--- src/rtl/qcfg_pkg.sv ---
// Purpose: constants and carriers for the queue priority configuration bank
// Assumes: avalon-mm slave, 32-bit data, byte addresses
// Notes: register layout, reset values and frame carriers
package qcfg_pkg;

    ////////////////////////////////////////////////////////////////////////////////
    localparam int ADDR_W = 12;
    localparam int PORTS  = 5;

    // register indices; printed offsets are not all word aligned
    localparam logic [11:0] IDX_COLOUR   = 12'h378;
    localparam logic [11:0] IDX_EVENT    = 12'h37c;
    localparam logic [11:0] IDX_NONEVENT = 12'h37d;
    localparam logic [11:0] IDX_QMGMT    = 12'h390;

    localparam int RED_LSB    = 4;
    localparam int YELLOW_LSB = 2;
    localparam int GREEN_LSB  = 0;
    localparam int OVR_BIT    = 7;
    localparam int FOLD_LSB   = 6;
    localparam int DISC_BIT   = 1;

    localparam logic [1:0] RED_RST    = 2'h3;
    localparam logic [1:0] YELLOW_RST = 2'h2;
    localparam logic [1:0] GREEN_RST  = 2'h1;
    localparam logic [3:0] PRIO_RST   = 4'hf;
    localparam logic       OVR_RST    = 1'h0;
    localparam logic [1:0] FOLD_RST   = 2'h2;
    localparam logic [3:0] QRES_RST   = 4'h0;
    localparam logic       DISC_RST   = 1'h1;
    localparam logic       Q0RES_RST  = 1'h0;

    localparam logic [1:0] FOLD_ONE_HIGH   = 2'h0;
    localparam logic [1:0] FOLD_UNUSED     = 2'h1;
    localparam logic [1:0] FOLD_HALF       = 2'h2;
    localparam logic [1:0] FOLD_THREE_HIGH = 2'h3;

    typedef enum logic [1:0] {
        MSG_OTHER    = 2'b00,
        MSG_EVENT    = 2'b01,
        MSG_NONEVENT = 2'b10
    } time_msg_t;

    typedef struct packed {
        logic             valid;
        time_msg_t        msg;
        logic [3:0]       qos_prio;
        logic [1:0]       regen_prio;
        logic [PORTS-1:0] dest;
        logic [PORTS-1:0] member;
        logic [PORTS-1:0] mirror;
    } frame_in_t;

    typedef struct packed {
        logic             valid;
        logic [3:0]       prio;
        logic             high_q;
        logic [PORTS-1:0] fwd;
        logic             drop;
    } frame_out_t;

endpackage : qcfg_pkg

--- src/rtl/switch_queue_priority_config.sv ---
// Purpose: global queue priority configuration bank and per-frame decision
// Assumes: frame descriptors come from logic on clk_sys
// Notes: one-cycle registered decision per frame, waitrequest bus slave
`timescale 1ns/1ps
module switch_queue_priority_config #(
    parameter int NUM_PORTS = qcfg_pkg::PORTS
) (
    // clock and reset
    input  wire logic                     clk_sys,
    input  wire logic                     arst_n,
    // avalon-mm slave
    input  wire logic [11:0]              avs_address,
    input  wire logic                     avs_read,
    input  wire logic                     avs_write,
    input  wire logic [31:0]              avs_writedata,
    input  wire logic [3:0]               avs_byteenable,
    output logic      [31:0]              avs_readdata,
    output logic                          avs_waitrequest,
    // frame decision
    input  wire qcfg_pkg::frame_in_t      frame_in,
    output qcfg_pkg::frame_out_t          frame_out,
    // configuration seen by the queue and colour logic
    output logic      [5:0]               colour_dscp
);

    // the frame carriers are sized by the package, so the port count cannot move alone
    if (NUM_PORTS != qcfg_pkg::PORTS) begin : g_bad_ports
        $error("port count must match the frame carrier width");
    end

    ////////////////////////////////////////////////////////////////////////////////
    logic [1:0] red_r, yellow_r, green_r;
    logic       ev_ovr_r, ne_ovr_r;
    logic [3:0] ev_prio_r, ne_prio_r;
    logic [1:0] fold_r;
    logic [3:0] qres_r;
    logic       disc_r, q0res_r;
    logic       ack_r;
    logic [11:0] idx;
    logic       acc, wr_go, rd_go, hit;
    logic [31:0] rd_nxt;

    // one wait cycle: every access ends at the second edge
    assign acc   = avs_read | avs_write;
    assign wr_go = avs_write & ack_r;
    assign rd_go = avs_read & ack_r;
    assign idx   = avs_address;
    assign hit   = (idx == qcfg_pkg::IDX_COLOUR) | (idx == qcfg_pkg::IDX_EVENT)
                 | (idx == qcfg_pkg::IDX_NONEVENT) | (idx == qcfg_pkg::IDX_QMGMT);

    always_ff @(posedge clk_sys or negedge arst_n) begin
        if (!arst_n) begin
            ack_r <= 1'b0;
        end else begin
            ack_r <= acc & ~ack_r;
        end
    end

    always_ff @(posedge clk_sys or negedge arst_n) begin
        if (!arst_n) begin
            avs_waitrequest <= 1'b1;
        end else begin
            avs_waitrequest <= ~(acc & ~ack_r);
        end
    end

    ////////////////////////////////////////////////////////////////////////////////
    // writes: 8-bit registers use lane 0 only
    always_ff @(posedge clk_sys or negedge arst_n) begin
        if (!arst_n) begin
            red_r    <= qcfg_pkg::RED_RST;
            yellow_r <= qcfg_pkg::YELLOW_RST;
            green_r  <= qcfg_pkg::GREEN_RST;
        end else if (wr_go && idx == qcfg_pkg::IDX_COLOUR && avs_byteenable[0]) begin
            red_r    <= avs_writedata[qcfg_pkg::RED_LSB +: 2];
            yellow_r <= avs_writedata[qcfg_pkg::YELLOW_LSB +: 2];
            green_r  <= avs_writedata[qcfg_pkg::GREEN_LSB +: 2];
        end
    end

    always_ff @(posedge clk_sys or negedge arst_n) begin
        if (!arst_n) begin
            ev_ovr_r  <= qcfg_pkg::OVR_RST;
            ev_prio_r <= qcfg_pkg::PRIO_RST;
        end else if (wr_go && idx == qcfg_pkg::IDX_EVENT && avs_byteenable[0]) begin
            ev_ovr_r  <= avs_writedata[qcfg_pkg::OVR_BIT];
            ev_prio_r <= avs_writedata[3:0];
        end
    end

    always_ff @(posedge clk_sys or negedge arst_n) begin
        if (!arst_n) begin
            ne_ovr_r  <= qcfg_pkg::OVR_RST;
            ne_prio_r <= qcfg_pkg::PRIO_RST;
        end else if (wr_go && idx == qcfg_pkg::IDX_NONEVENT && avs_byteenable[0]) begin
            ne_ovr_r  <= avs_writedata[qcfg_pkg::OVR_BIT];
            ne_prio_r <= avs_writedata[3:0];
        end
    end

    // reserved 5:2 and 0 are writable storage here
    always_ff @(posedge clk_sys or negedge arst_n) begin
        if (!arst_n) begin
            fold_r  <= qcfg_pkg::FOLD_RST;
            qres_r  <= qcfg_pkg::QRES_RST;
            disc_r  <= qcfg_pkg::DISC_RST;
            q0res_r <= qcfg_pkg::Q0RES_RST;
        end else if (wr_go && idx == qcfg_pkg::IDX_QMGMT && avs_byteenable[0]) begin
            fold_r  <= avs_writedata[qcfg_pkg::FOLD_LSB +: 2];
            qres_r  <= avs_writedata[5:2];
            disc_r  <= avs_writedata[qcfg_pkg::DISC_BIT];
            q0res_r <= avs_writedata[0];
        end
    end

    ////////////////////////////////////////////////////////////////////////////////
    always_comb begin
        rd_nxt = 32'h0000_0000;
        unique case (idx)
            qcfg_pkg::IDX_COLOUR:   rd_nxt = {26'h0, red_r, yellow_r, green_r};
            qcfg_pkg::IDX_EVENT:    rd_nxt = {24'h0, ev_ovr_r, 3'h0, ev_prio_r};
            qcfg_pkg::IDX_NONEVENT: rd_nxt = {24'h0, ne_ovr_r, 3'h0, ne_prio_r};
            qcfg_pkg::IDX_QMGMT:    rd_nxt = {24'h0, fold_r, qres_r, disc_r, q0res_r};
            default:                rd_nxt = 32'h0000_0000;
        endcase
    end

    // unmapped addresses read zero and swallow writes
    always_ff @(posedge clk_sys or negedge arst_n) begin
        if (!arst_n) begin
            avs_readdata <= 32'h0000_0000;
        end else if (avs_read && !ack_r) begin
            avs_readdata <= hit ? rd_nxt : 32'h0000_0000;
        end
    end

    always_ff @(posedge clk_sys or negedge arst_n) begin
        if (!arst_n) begin
            colour_dscp <= {qcfg_pkg::RED_RST, qcfg_pkg::YELLOW_RST, qcfg_pkg::GREEN_RST};
        end else begin
            colour_dscp <= {red_r, yellow_r, green_r};
        end
    end

    ////////////////////////////////////////////////////////////////////////////////
    logic [3:0]               prio_nxt;
    logic                     high_nxt;
    logic                     single;
    logic [NUM_PORTS-1:0]     fwd_nxt;
    logic                     drop_nxt;

    always_comb begin
        prio_nxt = frame_in.qos_prio;
        if (frame_in.msg == qcfg_pkg::MSG_EVENT && ev_ovr_r) begin
            prio_nxt = ev_prio_r;
        end else if (frame_in.msg == qcfg_pkg::MSG_NONEVENT && ne_ovr_r) begin
            prio_nxt = ne_prio_r;
        end
    end

    // code 01 must not be programmed; it folds like 10
    always_comb begin
        high_nxt = 1'b0;
        unique case (fold_r)
            qcfg_pkg::FOLD_ONE_HIGH:   high_nxt = (frame_in.regen_prio == 2'h3);
            qcfg_pkg::FOLD_UNUSED:     high_nxt = frame_in.regen_prio[1];
            qcfg_pkg::FOLD_HALF:       high_nxt = frame_in.regen_prio[1];
            qcfg_pkg::FOLD_THREE_HIGH: high_nxt = (frame_in.regen_prio != 2'h0);
        endcase
    end

    assign single = (frame_in.dest != '0) && ((frame_in.dest & (frame_in.dest - 1'b1)) == '0);

    always_comb begin
        fwd_nxt  = frame_in.dest & frame_in.member;
        drop_nxt = 1'b0;
        if (!disc_r && single) begin
            fwd_nxt  = frame_in.dest;
            drop_nxt = (frame_in.mirror & ~frame_in.dest) != '0;
        end
        if (drop_nxt) begin
            fwd_nxt = '0;
        end
    end

    always_ff @(posedge clk_sys or negedge arst_n) begin
        if (!arst_n) begin
            frame_out <= '0;
        end else begin
            frame_out.valid  <= frame_in.valid;
            frame_out.prio   <= prio_nxt;
            frame_out.high_q <= high_nxt;
            frame_out.fwd    <= fwd_nxt;
            frame_out.drop   <= frame_in.valid & drop_nxt;
        end
    end

    ////////////////////////////////////////////////////////////////////////////////
    a_event_force: assert property (@(posedge clk_sys) disable iff (!arst_n)
        frame_in.valid && frame_in.msg == qcfg_pkg::MSG_EVENT && ev_ovr_r
        |=> frame_out.prio == $past(ev_prio_r)) else $error("event prio not forced");
    a_event_qos: assert property (@(posedge clk_sys) disable iff (!arst_n)
        frame_in.valid && frame_in.msg == qcfg_pkg::MSG_EVENT && !ev_ovr_r
        |=> frame_out.prio == $past(frame_in.qos_prio)) else $error("event prio changed");
    a_nonevent_force: assert property (@(posedge clk_sys) disable iff (!arst_n)
        frame_in.valid && frame_in.msg == qcfg_pkg::MSG_NONEVENT && ne_ovr_r
        |=> frame_out.prio == $past(ne_prio_r)) else $error("nonevent prio not forced");
    a_nonevent_qos: assert property (@(posedge clk_sys) disable iff (!arst_n)
        frame_in.valid && frame_in.msg == qcfg_pkg::MSG_NONEVENT && !ne_ovr_r
        |=> frame_out.prio == $past(frame_in.qos_prio)) else $error("nonevent prio changed");
    a_fold_one: assert property (@(posedge clk_sys) disable iff (!arst_n)
        frame_in.valid && fold_r == qcfg_pkg::FOLD_ONE_HIGH
        |=> frame_out.high_q == ($past(frame_in.regen_prio) == 2'h3)) else $error("fold 00 bad");
    a_fold_half: assert property (@(posedge clk_sys) disable iff (!arst_n)
        frame_in.valid && fold_r == qcfg_pkg::FOLD_HALF
        |=> frame_out.high_q == ($past(frame_in.regen_prio) >= 2'h2)) else $error("fold 10 bad");
    a_fold_three: assert property (@(posedge clk_sys) disable iff (!arst_n)
        frame_in.valid && fold_r == qcfg_pkg::FOLD_THREE_HIGH
        |=> frame_out.high_q == ($past(frame_in.regen_prio) != 2'h0)) else $error("fold 11 bad");
    a_member_limit: assert property (@(posedge clk_sys) disable iff (!arst_n)
        frame_in.valid && disc_r
        |=> (frame_out.fwd & ~$past(frame_in.member)) == '0) else $error("outside membership");
    a_single_free: assert property (@(posedge clk_sys) disable iff (!arst_n)
        frame_in.valid && !disc_r && single && frame_in.mirror == '0
        |=> frame_out.fwd == $past(frame_in.dest)) else $error("single dest limited");
    a_mirror_drop: assert property (@(posedge clk_sys) disable iff (!arst_n)
        frame_in.valid && !disc_r && single && (frame_in.mirror & ~frame_in.dest) != '0
        |=> frame_out.drop && frame_out.fwd == '0) else $error("mirrored frame kept");
    a_reserved_zero: assert property (@(posedge clk_sys) disable iff (!arst_n)
        avs_read && !ack_r && idx == qcfg_pkg::IDX_EVENT
        |=> avs_readdata[6:4] == 3'h0 && avs_readdata[31:8] == 24'h0) else $error("reserved nonzero");
    a_bus_answer: assert property (@(posedge clk_sys) disable iff (!arst_n)
        acc && avs_waitrequest |=> !avs_waitrequest) else $error("answer late");

    // bus handshake: low for one cycle only, never without a request
    a_wait_pulse: assert property (@(posedge clk_sys) disable iff (!arst_n)
        !avs_waitrequest |=> avs_waitrequest) else $error("waitrequest low too long");
    a_wait_idle: assert property (@(posedge clk_sys) disable iff (!arst_n)
        !acc |=> avs_waitrequest) else $error("answer without request");
    a_ack_match: assert property (@(posedge clk_sys) disable iff (!arst_n)
        ack_r == !avs_waitrequest) else $error("take flag and waitrequest disagree");
    a_read_unmapped: assert property (@(posedge clk_sys) disable iff (!arst_n)
        avs_read && !ack_r && !hit |=> avs_readdata == 32'h0) else $error("unmapped read");
    a_read_hold: assert property (@(posedge clk_sys) disable iff (!arst_n)
        !(avs_read && !ack_r) |=> $stable(avs_readdata)) else $error("readdata moved");
    a_read_load_once: assert property (@(posedge clk_sys) disable iff (!arst_n)
        avs_read && ack_r |=> $stable(avs_readdata)) else $error("readdata reloaded");

    // read-back paths and reserved fields
    a_colour_resv: assert property (@(posedge clk_sys) disable iff (!arst_n)
        avs_read && !ack_r && idx == qcfg_pkg::IDX_COLOUR
        |=> avs_readdata[31:6] == 26'h0) else $error("colour reserved nonzero");
    a_nonevent_resv: assert property (@(posedge clk_sys) disable iff (!arst_n)
        avs_read && !ack_r && idx == qcfg_pkg::IDX_NONEVENT
        |=> avs_readdata[6:4] == 3'h0 && avs_readdata[31:8] == 24'h0) else $error("ne resv");
    a_qmgmt_upper: assert property (@(posedge clk_sys) disable iff (!arst_n)
        avs_read && !ack_r && idx == qcfg_pkg::IDX_QMGMT
        |=> avs_readdata[31:8] == 24'h0) else $error("queue reserved nonzero");
    a_colour_readback: assert property (@(posedge clk_sys) disable iff (!arst_n)
        avs_read && !ack_r && idx == qcfg_pkg::IDX_COLOUR
        |=> avs_readdata[5:0] == $past({red_r, yellow_r, green_r})) else $error("colour rd");
    a_event_readback: assert property (@(posedge clk_sys) disable iff (!arst_n)
        avs_read && !ack_r && idx == qcfg_pkg::IDX_EVENT
        |=> avs_readdata[3:0] == $past(ev_prio_r)) else $error("event prio read");
    a_nonevent_readback: assert property (@(posedge clk_sys) disable iff (!arst_n)
        avs_read && !ack_r && idx == qcfg_pkg::IDX_NONEVENT
        |=> avs_readdata[3:0] == $past(ne_prio_r)) else $error("nonevent prio read");
    a_qmgmt_readback: assert property (@(posedge clk_sys) disable iff (!arst_n)
        avs_read && !ack_r && idx == qcfg_pkg::IDX_QMGMT
        |=> avs_readdata[7:6] == $past(fold_r)) else $error("fold code read");

    ////////////////////////////////////////////////////////////////////////////////
    // writes land only at the taking edge, lane 0, mapped address
    logic [23:0] cfg_bits;
    assign cfg_bits = {red_r, yellow_r, green_r, ev_ovr_r, ev_prio_r, ne_ovr_r, ne_prio_r,
                       fold_r, qres_r, disc_r, q0res_r};

    a_cfg_hold: assert property (@(posedge clk_sys) disable iff (!arst_n)
        !(wr_go && avs_byteenable[0] && hit) |=> $stable(cfg_bits)) else $error("stray write");
    a_colour_write: assert property (@(posedge clk_sys) disable iff (!arst_n)
        wr_go && idx == qcfg_pkg::IDX_COLOUR && avs_byteenable[0]
        |=> {red_r, yellow_r, green_r} == $past(avs_writedata[5:0])) else $error("colour wr");
    a_event_write: assert property (@(posedge clk_sys) disable iff (!arst_n)
        wr_go && idx == qcfg_pkg::IDX_EVENT && avs_byteenable[0]
        |=> ev_prio_r == $past(avs_writedata[3:0])) else $error("event prio write");
    a_nonevent_write: assert property (@(posedge clk_sys) disable iff (!arst_n)
        wr_go && idx == qcfg_pkg::IDX_NONEVENT && avs_byteenable[0]
        |=> ne_prio_r == $past(avs_writedata[3:0])) else $error("nonevent prio write");
    a_fold_write: assert property (@(posedge clk_sys) disable iff (!arst_n)
        wr_go && idx == qcfg_pkg::IDX_QMGMT && avs_byteenable[0]
        |=> fold_r == $past(avs_writedata[7:6])) else $error("fold code write");
    a_disc_write: assert property (@(posedge clk_sys) disable iff (!arst_n)
        wr_go && idx == qcfg_pkg::IDX_QMGMT && avs_byteenable[0]
        |=> disc_r == $past(avs_writedata[1])) else $error("discard bit write");
    a_qres_write: assert property (@(posedge clk_sys) disable iff (!arst_n)
        wr_go && idx == qcfg_pkg::IDX_QMGMT && avs_byteenable[0]
        |=> qres_r == $past(avs_writedata[5:2])) else $error("queue storage write");
    a_colour_out: assert property (@(posedge clk_sys) disable iff (!arst_n)
        colour_dscp == $past({red_r, yellow_r, green_r})) else $error("colour out stale");

    ////////////////////////////////////////////////////////////////////////////////
    // per-frame decision
    a_other_qos: assert property (@(posedge clk_sys) disable iff (!arst_n)
        frame_in.valid && frame_in.msg == qcfg_pkg::MSG_OTHER
        |=> frame_out.prio == $past(frame_in.qos_prio)) else $error("plain prio changed");
    a_nonevent_own: assert property (@(posedge clk_sys) disable iff (!arst_n)
        frame_in.valid && frame_in.msg == qcfg_pkg::MSG_NONEVENT && !ne_ovr_r && ev_ovr_r
        |=> frame_out.prio == $past(frame_in.qos_prio)) else $error("wrong override");
    a_fold_unused: assert property (@(posedge clk_sys) disable iff (!arst_n)
        frame_in.valid && fold_r == qcfg_pkg::FOLD_UNUSED
        |=> frame_out.high_q == $past(frame_in.regen_prio[1])) else $error("fold 01 bad");
    a_disc_limit: assert property (@(posedge clk_sys) disable iff (!arst_n)
        frame_in.valid && disc_r
        |=> frame_out.fwd == $past(frame_in.dest & frame_in.member)) else $error("disc fwd");
    a_multi_limit: assert property (@(posedge clk_sys) disable iff (!arst_n)
        frame_in.valid && !disc_r && !single
        |=> frame_out.fwd == $past(frame_in.dest & frame_in.member)) else $error("multi fwd");
    a_disc_no_drop: assert property (@(posedge clk_sys) disable iff (!arst_n)
        frame_in.valid && disc_r |=> !frame_out.drop) else $error("drop with discard set");
    a_multi_no_drop: assert property (@(posedge clk_sys) disable iff (!arst_n)
        frame_in.valid && !single |=> !frame_out.drop) else $error("multi dest dropped");
    a_mirror_keep: assert property (@(posedge clk_sys) disable iff (!arst_n)
        frame_in.valid && !disc_r && single && (frame_in.mirror & ~frame_in.dest) == '0
        |=> !frame_out.drop) else $error("unmirrored frame dropped");
    a_drop_empty: assert property (@(posedge clk_sys) disable iff (!arst_n)
        frame_out.drop |-> frame_out.valid && frame_out.fwd == '0) else $error("drop fwd");
    a_frame_valid: assert property (@(posedge clk_sys) disable iff (!arst_n)
        frame_in.valid |=> frame_out.valid) else $error("frame lost");
    a_frame_idle: assert property (@(posedge clk_sys) disable iff (!arst_n)
        !frame_in.valid |=> !frame_out.valid && !frame_out.drop) else $error("phantom frame");

    c_event_force: cover property (@(posedge clk_sys) disable iff (!arst_n)
        frame_in.valid && frame_in.msg == qcfg_pkg::MSG_EVENT && ev_ovr_r);
    c_mirror_drop: cover property (@(posedge clk_sys) disable iff (!arst_n)
        frame_out.drop);
    c_fold_three: cover property (@(posedge clk_sys) disable iff (!arst_n)
        frame_in.valid && fold_r == qcfg_pkg::FOLD_THREE_HIGH);
    c_write_qmgmt: cover property (@(posedge clk_sys) disable iff (!arst_n)
        wr_go && idx == qcfg_pkg::IDX_QMGMT);
    c_fold_one: cover property (@(posedge clk_sys) disable iff (!arst_n)
        frame_in.valid && fold_r == qcfg_pkg::FOLD_ONE_HIGH);

endmodule : switch_queue_priority_config

--- config.mk ---
export PLATFORM = sky130hd
export DESIGN_NAME = switch_queue_priority_config
export DESIGN_NICKNAME = d
export VERILOG_FILES = /design/src/rtl/qcfg_pkg.sv /design/src/rtl/switch_queue_priority_config.sv
export SDC_FILE = /design/constraint.sdc
export NUM_CORES = 1
export LEC_CHECK = 0
export ABC_AREA = 1
export BUFFER_PORTS_ARGS = -buffer_cell sky130_fd_sc_hd__clkbuf_2
export CAP_MARGIN = 0
export CORE_ASPECT_RATIO = 1.1
export CORE_MARGIN = 3
export CORE_UTILIZATION = 46
export CTS_BUF_LIST = sky130_fd_sc_hd__clkbuf_16
export CTS_CLUSTER_DIAMETER = 120
export CTS_CLUSTER_SIZE = 28
export DETAILED_ROUTE_END_ITERATION = 6
export GPL_TIMING_DRIVEN = 0
export HOLD_SLACK_MARGIN = 0.08
export PLACE_DENSITY_LB_ADDON = 0.05
export SLEW_MARGIN = 10
export SYNTH_ARGS = -nofsm -noshare
export SYNTH_HDL_FRONTEND = slang
export SYNTH_SLANG_ARGS = --single-unit
--- constraint.sdc ---
create_clock -name clk_sys -period 1.7 [get_ports clk_sys]
set_input_delay 0.34 -clock clk_sys [delete_from_list [all_inputs] [get_ports clk_sys]]
set_output_delay 0.34 -clock clk_sys [all_outputs]
set_load 0.05 [all_outputs]
======== Word level (Yosys, flattened, before mapping) ========
Index checks and enable logic that the tools add are counted.
storage, ports and cells
  output and inout bits ................... 51
  bits in registers ....................... 76
cells by class
  bitwise operators ....................... 13
  reduce and logical (&&, ||, !) cells .... 21
  multiplexer cells ....................... 8
  equal/unequal tests ..................... 10
  add/sub/neg operators ................... 1
operators with widths
  kind                                              count
  == test 12 x 10 -> 1 bit, second input constant   4
  two-way mux 32 bit                                1
  case mux 8 bit (4 select lines)                   1
  bitwise AND 5 bit                                 3
  logical AND 1 bit                                 13
  two-way mux 5 bit                                 2
  nonzero test 5 bit                                2
  == test 2 bit, second input constant              4
  two-way mux 4 bit                                 2
  zero test 5 bit                                   1
  NOT 5 bit                                         1
  subtractor 5 x 1 -> 5 bit, second input constant  1
  == test 2 x 1 -> 1 bit, second input constant     2
  OR 1 bit                                          4
  bitwise AND 1 bit                                 3
  case mux 1 bit (3 select lines)                   1
  zero test 1 bit                                   2
  zero test 2 bit                                   1
  NOT 1 bit                                         2
  nonzero test 2 bit                                1
  OR reduction 2 bit                                1
  two-way mux 1 bit                                 1

======== Depth between registers and ports, before layout ========
Gate-level depths: netlist of run 1.
  word-level depth ........................ 7
  depth in mapped cells ................... 9

======== Worst setup path before layout of run 1 ========
No wires, ideal clock.
  path type ............................... input to register
  start point ............................. input avs_address[11]
  end point ............................... register green_r[1]
  buffers on the path ..................... 1
  setup time .............................. 0.120 ns
  slack ................................... 0.369 ns
  stages .................................. 8
  arrival ................................. 1.211 ns
  cell sequence ........................... nor2_1 > nand2_2 > nor2_4 > and2_2 > nand2_2 > buf_6 > nand2_1 > o21ai_2
on the way
  longest elaborated chain between the ends .. 3
RTL lines
  item                            RTL line                            RTL
  from (decl)                     switch_queue_priority_config.sv:12  input wire logic [11:0] avs_address,
  == test 12 x 10 -> 1 bit        switch_queue_priority_config.sv:74  end else if (wr_go && idx == qcfg_pkg::IDX_COLOUR && avs_byteenable[0]) begin
  logical AND 1 bit (2 in a row)  switch_queue_priority_config.sv:74
  to (signal assigned)            switch_queue_priority_config.sv:73  green_r <= qcfg_pkg::GREEN_RST;
  to (signal assigned)            switch_queue_priority_config.sv:77  green_r <= avs_writedata[qcfg_pkg::GREEN_LSB +: 2];
  to (decl)                       switch_queue_priority_config.sv:32  logic [1:0] red_r, yellow_r, green_r;
Every way passes these cells.
A chain may end at the register's enable or synchronous reset.

======== Final worst setup path of run 1 ========
  start point ............................. register ack_r
  end point ............................... register avs_readdata[1]
on the way
  longest elaborated chain between the ends .. 2
RTL lines
  item                    RTL line                             RTL
  from (decl)             switch_queue_priority_config.sv:38   logic ack_r;
  from (signal assigned)  switch_queue_priority_config.sv:55   ack_r <= acc & ~ack_r;
  zero test 1 bit         switch_queue_priority_config.sv:132  end else if (avs_read && !ack_r) begin
  logical AND 1 bit       switch_queue_priority_config.sv:132
  to (signal assigned)    switch_queue_priority_config.sv:133  avs_readdata <= hit ? rd_nxt : 32'h0000_0000;
  to (decl)               switch_queue_priority_config.sv:17   output logic [31:0] avs_readdata,
Every way passes these cells.

==> results of run 1 <==
synth_stat cells:
master / number / area share (%)
a21oi_1: 7 / 1.3
ha_1: 2 / 0.96
o21ai_0: 14 / 2.7
and2_2: 1 / 0.29
buf_6: 3 / 1.3
xor2_1: 1 / 0.33
o21ai_2: 13 / 4.4
nand4_1: 2 / 0.48
a31oi_1: 4 / 0.96
buf_4: 24 / 6.9
nor2_4: 1 / 0.43
nand3_2: 1 / 0.38
nand3b_1: 1 / 0.29
dfrtp_1: 33 / 32
o22ai_1: 2 / 0.48
nand3_4: 1 / 0.67
nor2_1: 28 / 4.0
nor3_4: 1 / 0.62
and3_1: 1 / 0.24
or2_2: 1 / 0.24
dfstp_2: 19 / 19
conb_1: 1 / 0.14
nor3_2: 2 / 0.77
nand2_2: 3 / 0.72
nand2_1: 84 / 12
clkbuf_1: 1 / 0.14
nand3_1: 21 / 4.0
inv_1: 30 / 4.3
o31ai_1: 1 / 0.29
routing by layer:
metal  vias to the layer above  GRT usage, %  share of wire [%]
met5                         -             0                  0
met4                         0          5.25               0.98
met3                         5          5.10                8.3
met2                        76          32.1                 51
met1                      1000          21.5                 40
li1                       1129             -                  -
cells by family after synthesis:
logic type      count (synthesis)  share of synthesized area [%]
xor+xnor                        1                          0.335
buf+inv                        58                           12.6
compound gates                 41                           10.1
flops                          52                           50.6
other cells                     1                          0.143
simple gates                  148                           25.2
fa+ha+maj                       2                          0.956
critical path, cell delays in order (launching register included):
cell	delay, ns
dfrtp_1	0.39
nor2_1	0.54
inv_1	0.32
nand2_1	0.13
nand2_1	0.06
registers in the layout, summed over array words and instances (netlist names), 2 cells and up:
register      flops
frame_out        12
avs_readdata      8
colour_dscp       6
ev_prio_r         4
ne_prio_r         4
qres_r            4
fold_r            2
green_r           2
red_r             2
yellow_r          2
report_power, final:
| part | total (mW) | leakage [nW] | switching, mW | internal [mW] |
|---|---|---|---|---|
| Combinational | 0.440 | 1.14 | 0.319 | 0.121 |
| Sequential | 1.27 | 0.637 | 0.00711 | 1.26 |
| Clock | 0.947 | 0.0762 | 0.414 | 0.532 |
| Total | 2.66 | 1.85 | 0.741 | 1.92 |
worst paths after layout:
kind | depth (start not counted) | from | end
setup / recovery | 4 | ack_r | avs_readdata[1]
hold / removal | 1 | arst_n | colour_dscp[2]
setup reg to reg | 4 | ack_r | avs_readdata[1]
hold reg to reg | 0 | red_r[1] | colour_dscp[5]
max in group asynchronous | 1 | arst_n | frame_out[7]
min in group clk_sys | 1 | frame_in[23] | frame_out[11]
final cells by class:
cell class | instances | share of cell area, %
multi-input cells | 216 | 31.6
well taps | 75 | 2.83
repair buffers | 75 | 11.4
flip-flops and latches | 52 | 40.0
clock inverters | 3 | 0.378
plain buffers | 28 | 6.57
inverters | 30 | 3.40
clock buffers | 5 | 3.78
==> impl_metrics.py, run 1 <==
metrics = {
    "cells_and_area": {
        "area_growth_pct": 26.6,
        "multi_input_area_um2": 1050,
        "seq_area_um2": 1330,
        "post-route-util_pct": 61.0,
        "layoutNonFillerInstCount": 484,
        "layout_common_cells": "nand2_1, clkbuf_2, dfrtp_1",
        "drive_gt1_share_pct": 36.9,
        "final_area_um2": 3310,
        "fill_cells": 499,
        "final_net_count": 486,
        "mostFrequentLayoutCell": "nand2_1",
        "antennaDiodeCount": 0,
    },
    "timing": {
        "report.final.slew_viol_count": 0,
        "hold_violations": 0,
        "rsz0062_at_grt": "no",
        "min_period_ns": 1.55,
        "skew_ns": 0.00257,
        "setup_viol": 0,
        "setup_tns_ns": 0,
        "fin_crit_sh_pct": 91.2,
        "fmaxAchievable_mhz": 645,
        "slew_headroom_pct": 53.1,
        "layout_setup_ws_ns": 0.150,
        "holdWs_ns": 0.118,
        "worst_pin_slew_ns": 0.703,
    },
    "detailed_routing": {
        "routed_via_density": 4.57,
        "routedWlPerCell_um": 11.6,
        "drtAntennaViolNets": 0,
        "drt_iter0_markers": 89,
        "drc_errors": 0,
        "routed_wl_um": 5620,
        "vias": 2210,
        "drt_pass1_iterations": 4,
    },
    "floorplan": {
        "chipWidth_um": 77.9,
        "rows": 28,
        "start_util_pct": 48.2,
        "io-pin-count": 127,
        "fp.dieH_um": 85.1,
        "core_region_area_um2": 5430,
        "die-area_um2": 6630,
    },
    "synth": {
        "syn_inst": 303,
        "seq_area_frac_synth_pct": 50.6,
        "syn_area_um2": 2620,
        "yosysWarnings": 0,
        "syn_area_per_cell_um2": 8.63,
        "ys_ff_latch": 52,
        "ys_types": 29,
    },
    "placed_design": {
        "place_congestion": 0.787,
        "dp_worst_setup_slack_ns": 0.0740,
        "place_inst": 476,
        "port-buffer-count": 75,
        "hpwl_um": 4300,
        "place_area_um2": 3170,
    },
    "cts": {
        "clk_pin_slew_ns": 0.06,
        "cts_tree": "yes",
        "cts-root-buf": "clkbuf_16",
        "clock-sinks": 52,
        "clk_latency_ns": 0.29,
        "cts_resized": 0,
        "holdBufCountCts": 0,
        "clockBufferDepth": 2,
        "htreeDepth": 2,
        "postCtsSetupRepairBufs": 0,
        "numCtsBuffers": 5,
    },
    "critical_path": {
        "critPathKind": "reg2reg",
        "end_kind": "flop",
        "start_kind": "flop",
        "critPathRequiredTime_ns": 1.87,
        "worst-path-max-fanout": 9,
        "ff2ff_setup_slack_ns": 0.15,
        "crit_arrival_ns": 1.72,
    },
    "global_routing": {
        "grt_pass1_wl_um": 9520,
        "grt_overflow": 0,
        "grtUsageTotal_pct": 18.1,
        "antenna_found_initial": 0,
        "grt_max_degree": 53,
        "grt_pass1_vias": 2077,
    },
    "power_and_ir_drop": {
        "powerDensity_nw_per_um2": 803,
        "irDropWorstVdd_uv": 462,
        "finalPower_mw": 2.66,
        "p_leak_nw": 1.85,
    },
    "job": {
        "maxCapViolations": 0,
    },
    "status": {
        "status": "finished, final reports clean",
    },
    "worst_hold_path": {
        "min_path_type": "in2async",
    },
}
Power figures use the tool's default switching activity.
==> inputs of run 2 (changes only) <==
--- a/config.mk
+++ b/config.mk
@@ -17,8 +17,8 @@
 export DETAILED_ROUTE_END_ITERATION = 6
 export GPL_TIMING_DRIVEN = 0
 export HOLD_SLACK_MARGIN = 0.08
+export MAX_ROUTING_LAYER = met4
 export PLACE_DENSITY_LB_ADDON = 0.05
-export SLEW_MARGIN = 10
 export SYNTH_ARGS = -nofsm -noshare
 export SYNTH_HDL_FRONTEND = slang
 export SYNTH_SLANG_ARGS = --single-unit
==> run 2 against run 1 <==
Largest cell class unchanged. Sequential share of layout area fell by 0.36 points. Critical path depth rose by 1. Clock skew rose by 0.0048 ns.
==> impl_metrics.py, run 2 (synthesis gave the netlist of run 1 again) <==
metrics = {
    "detailed_routing": {
        "routedWlPerCell_um": 11.6,
        "routed_wl_um": 5630,
        "maxUsedRoutingLayer": "met4",
        "drt_iter0_markers": 87,
        "met1_length_um": 2330,
        "vias": 2202,
        "drtAntennaViolNets": 0,
        "dr_wl_met2_um": 2830,
        "routed_via_density": 4.53,
        "drc_errors": 0,
        "route.met3.wl_um": 387,
        "drt_pass1_iterations": 4,
    },
    "global_routing": {
        "grtUsageTotal_pct": 18.7,
        "grt_pass1_vias": 2077,
        "grt_overflow": 0,
        "grt_pass1_wl_um": 9490,
        "grt_max_degree": 53,
        "antenna_found_initial": 0,
    },
    "floorplan": {
        "start_util_pct": 48.2,
        "die-area_um2": 6630,
        "io-pin-count": 127,
        "fp.dieH_um": 85.1,
        "chipWidth_um": 77.9,
        "rows": 28,
        "core_region_area_um2": 5430,
    },
    "cells_and_area": {
        "layout_common_cells": "nand2_1, clkbuf_2, dfrtp_1",
        "antennaDiodeCount": 0,
        "drive_gt1_share_pct": 37.0,
        "mostFrequentLayoutCell": "nand2_1",
        "final_area_um2": 3340,
        "largest_reg_flops": 12,
        "area_growth_pct": 27.7,
        "largest-register": "frame_out",
        "final_net_count": 488,
        "largestRegisters": "frame_out x12, avs_readdata x8, colour_dscp x6",
    },
    "timing": {
        "fmaxAchievable_mhz": 662,
        "hold_violations": 0,
        "setup_tns_ns": 0,
        "setup_viol": 0,
        "worst_pin_slew_ns": 0.615,
        "report.final.slew_viol_count": 0,
        "layout_setup_ws_ns": 0.189,
        "slew_headroom_pct": 58.8,
        "min_period_ns": 1.51,
        "skew_ns": 0.00740,
        "rsz0062_at_grt": "no",
        "fin_crit_sh_pct": 88.9,
    },
    "power_and_ir_drop": {
        "irDropWorstVdd_uv": 410,
        "powerDensity_nw_per_um2": 803,
        "p_leak_nw": 1.86,
    },
    "cts": {
        "htreeDepth": 2,
        "clk_pin_slew_ns": 0.07,
        "numCtsBuffers": 5,
        "cts-root-buf": "clkbuf_16",
        "clock-sinks": 52,
        "clk_latency_ns": 0.29,
        "cts_resized": 0,
        "cts_tree": "yes",
        "postCtsSetupRepairBufs": 0,
        "clockBufferDepth": 2,
    },
    "placed_design": {
        "port-buffer-count": 75,
        "hpwl_um": 4300,
        "place_congestion": 0.798,
        "place_area_um2": 3170,
        "dp_worst_setup_slack_ns": 0.0712,
    },
    "job": {
        "maxCapViolations": 0,
    },
    "critical_path": {
        "start_kind": "flop",
        "crit_start": "ack_r",
        "critPathKind": "reg2reg",
        "end_kind": "flop",
        "critPathCapture": "ev_ovr_r",
        "critPathRequiredTime_ns": 1.86,
        "regToRegStartpoint": "ack_r",
        "worst-path-max-fanout": 10,
        "r2r_end": "ev_ovr_r",
        "crit_arrival_ns": 1.67,
        "reg2regPathDepth": 5,
        "ff2ff_setup_slack_ns": 0.19,
    },
    "worst_hold_path": {
        "min_path_type": "in2reg",
        "worstHoldStart": "frame_in[23]",
    },
    "status": {
        "status": "finished, final reports clean",
    },
}
[run 2: timing repair]
item | CTS | global route
setup endpoints to repair | 0 | 0
hold endpoints to repair | 0 | 8
hold buffers | 0 | 1
[run 2: critical path: stages (launching register included)]
cell,delay [ns]
dfrtp_1,0.35
and3_1,0.16
clkbuf_1,0.36
nand3_2,0.26
nand2_1,0.14
o21ai_0,0.11
[run 2: worst min path at each step]
stage / endpoint / cells past startpoint
after global routing: frame_out[11] / 1
after CTS: frame_out[11] / 1
after detailed placement: colour_dscp[5] / 0
after global placement: colour_dscp[5] / 0
after floorplan: ack_r / 0
final: frame_out[11] / 1
[run 2: power breakdown]
group | total [mW] | switching [mW] | internal [mW]
clock network | 0.964 | 0.428 | 0.535
logic | 0.447 | 0.320 | 0.127
registers | 1.27 | 0.00715 | 1.26
[run 2: metrics by stage]
| stage | util (%) | hold WS, ns | cells | total power [mW] |
|---|---|---|---|---|
| floorplan | - | 0.0444 | 326 | 1.61 |
| global placement | 58.4 | 0.367 | 476 | 1.73 |
| detailed placement | 58.4 | 0.371 | 476 | 1.74 |
| CTS | 61.0 | 0.175 | 484 | 2.69 |
| global route | 61.5 | 0.166 | 486 | 2.79 |
| finish | 61.5 | 0.173 | 486 | 2.68 |
[run 2: layer usage]
layer,vias up,GRT usage [%]
met2,72,32.0
li1,1131,-
met4,0,5.25
met5,-,-
met3,7,3.93
met1,992,22.2
[run 2: final cells by class]
cell class | instances | area [um^2]
Fill cell | 485 | 2090
Sequential cell | 52 | 1330
Multi-Input combinational cell | 216 | 1050
Timing Repair Buffer | 77 | 405
Buffer | 28 | 218
Clock buffer | 5 | 125
Inverter | 30 | 113
Tap cell | 75 | 93.8
Clock inverter | 3 | 15.0
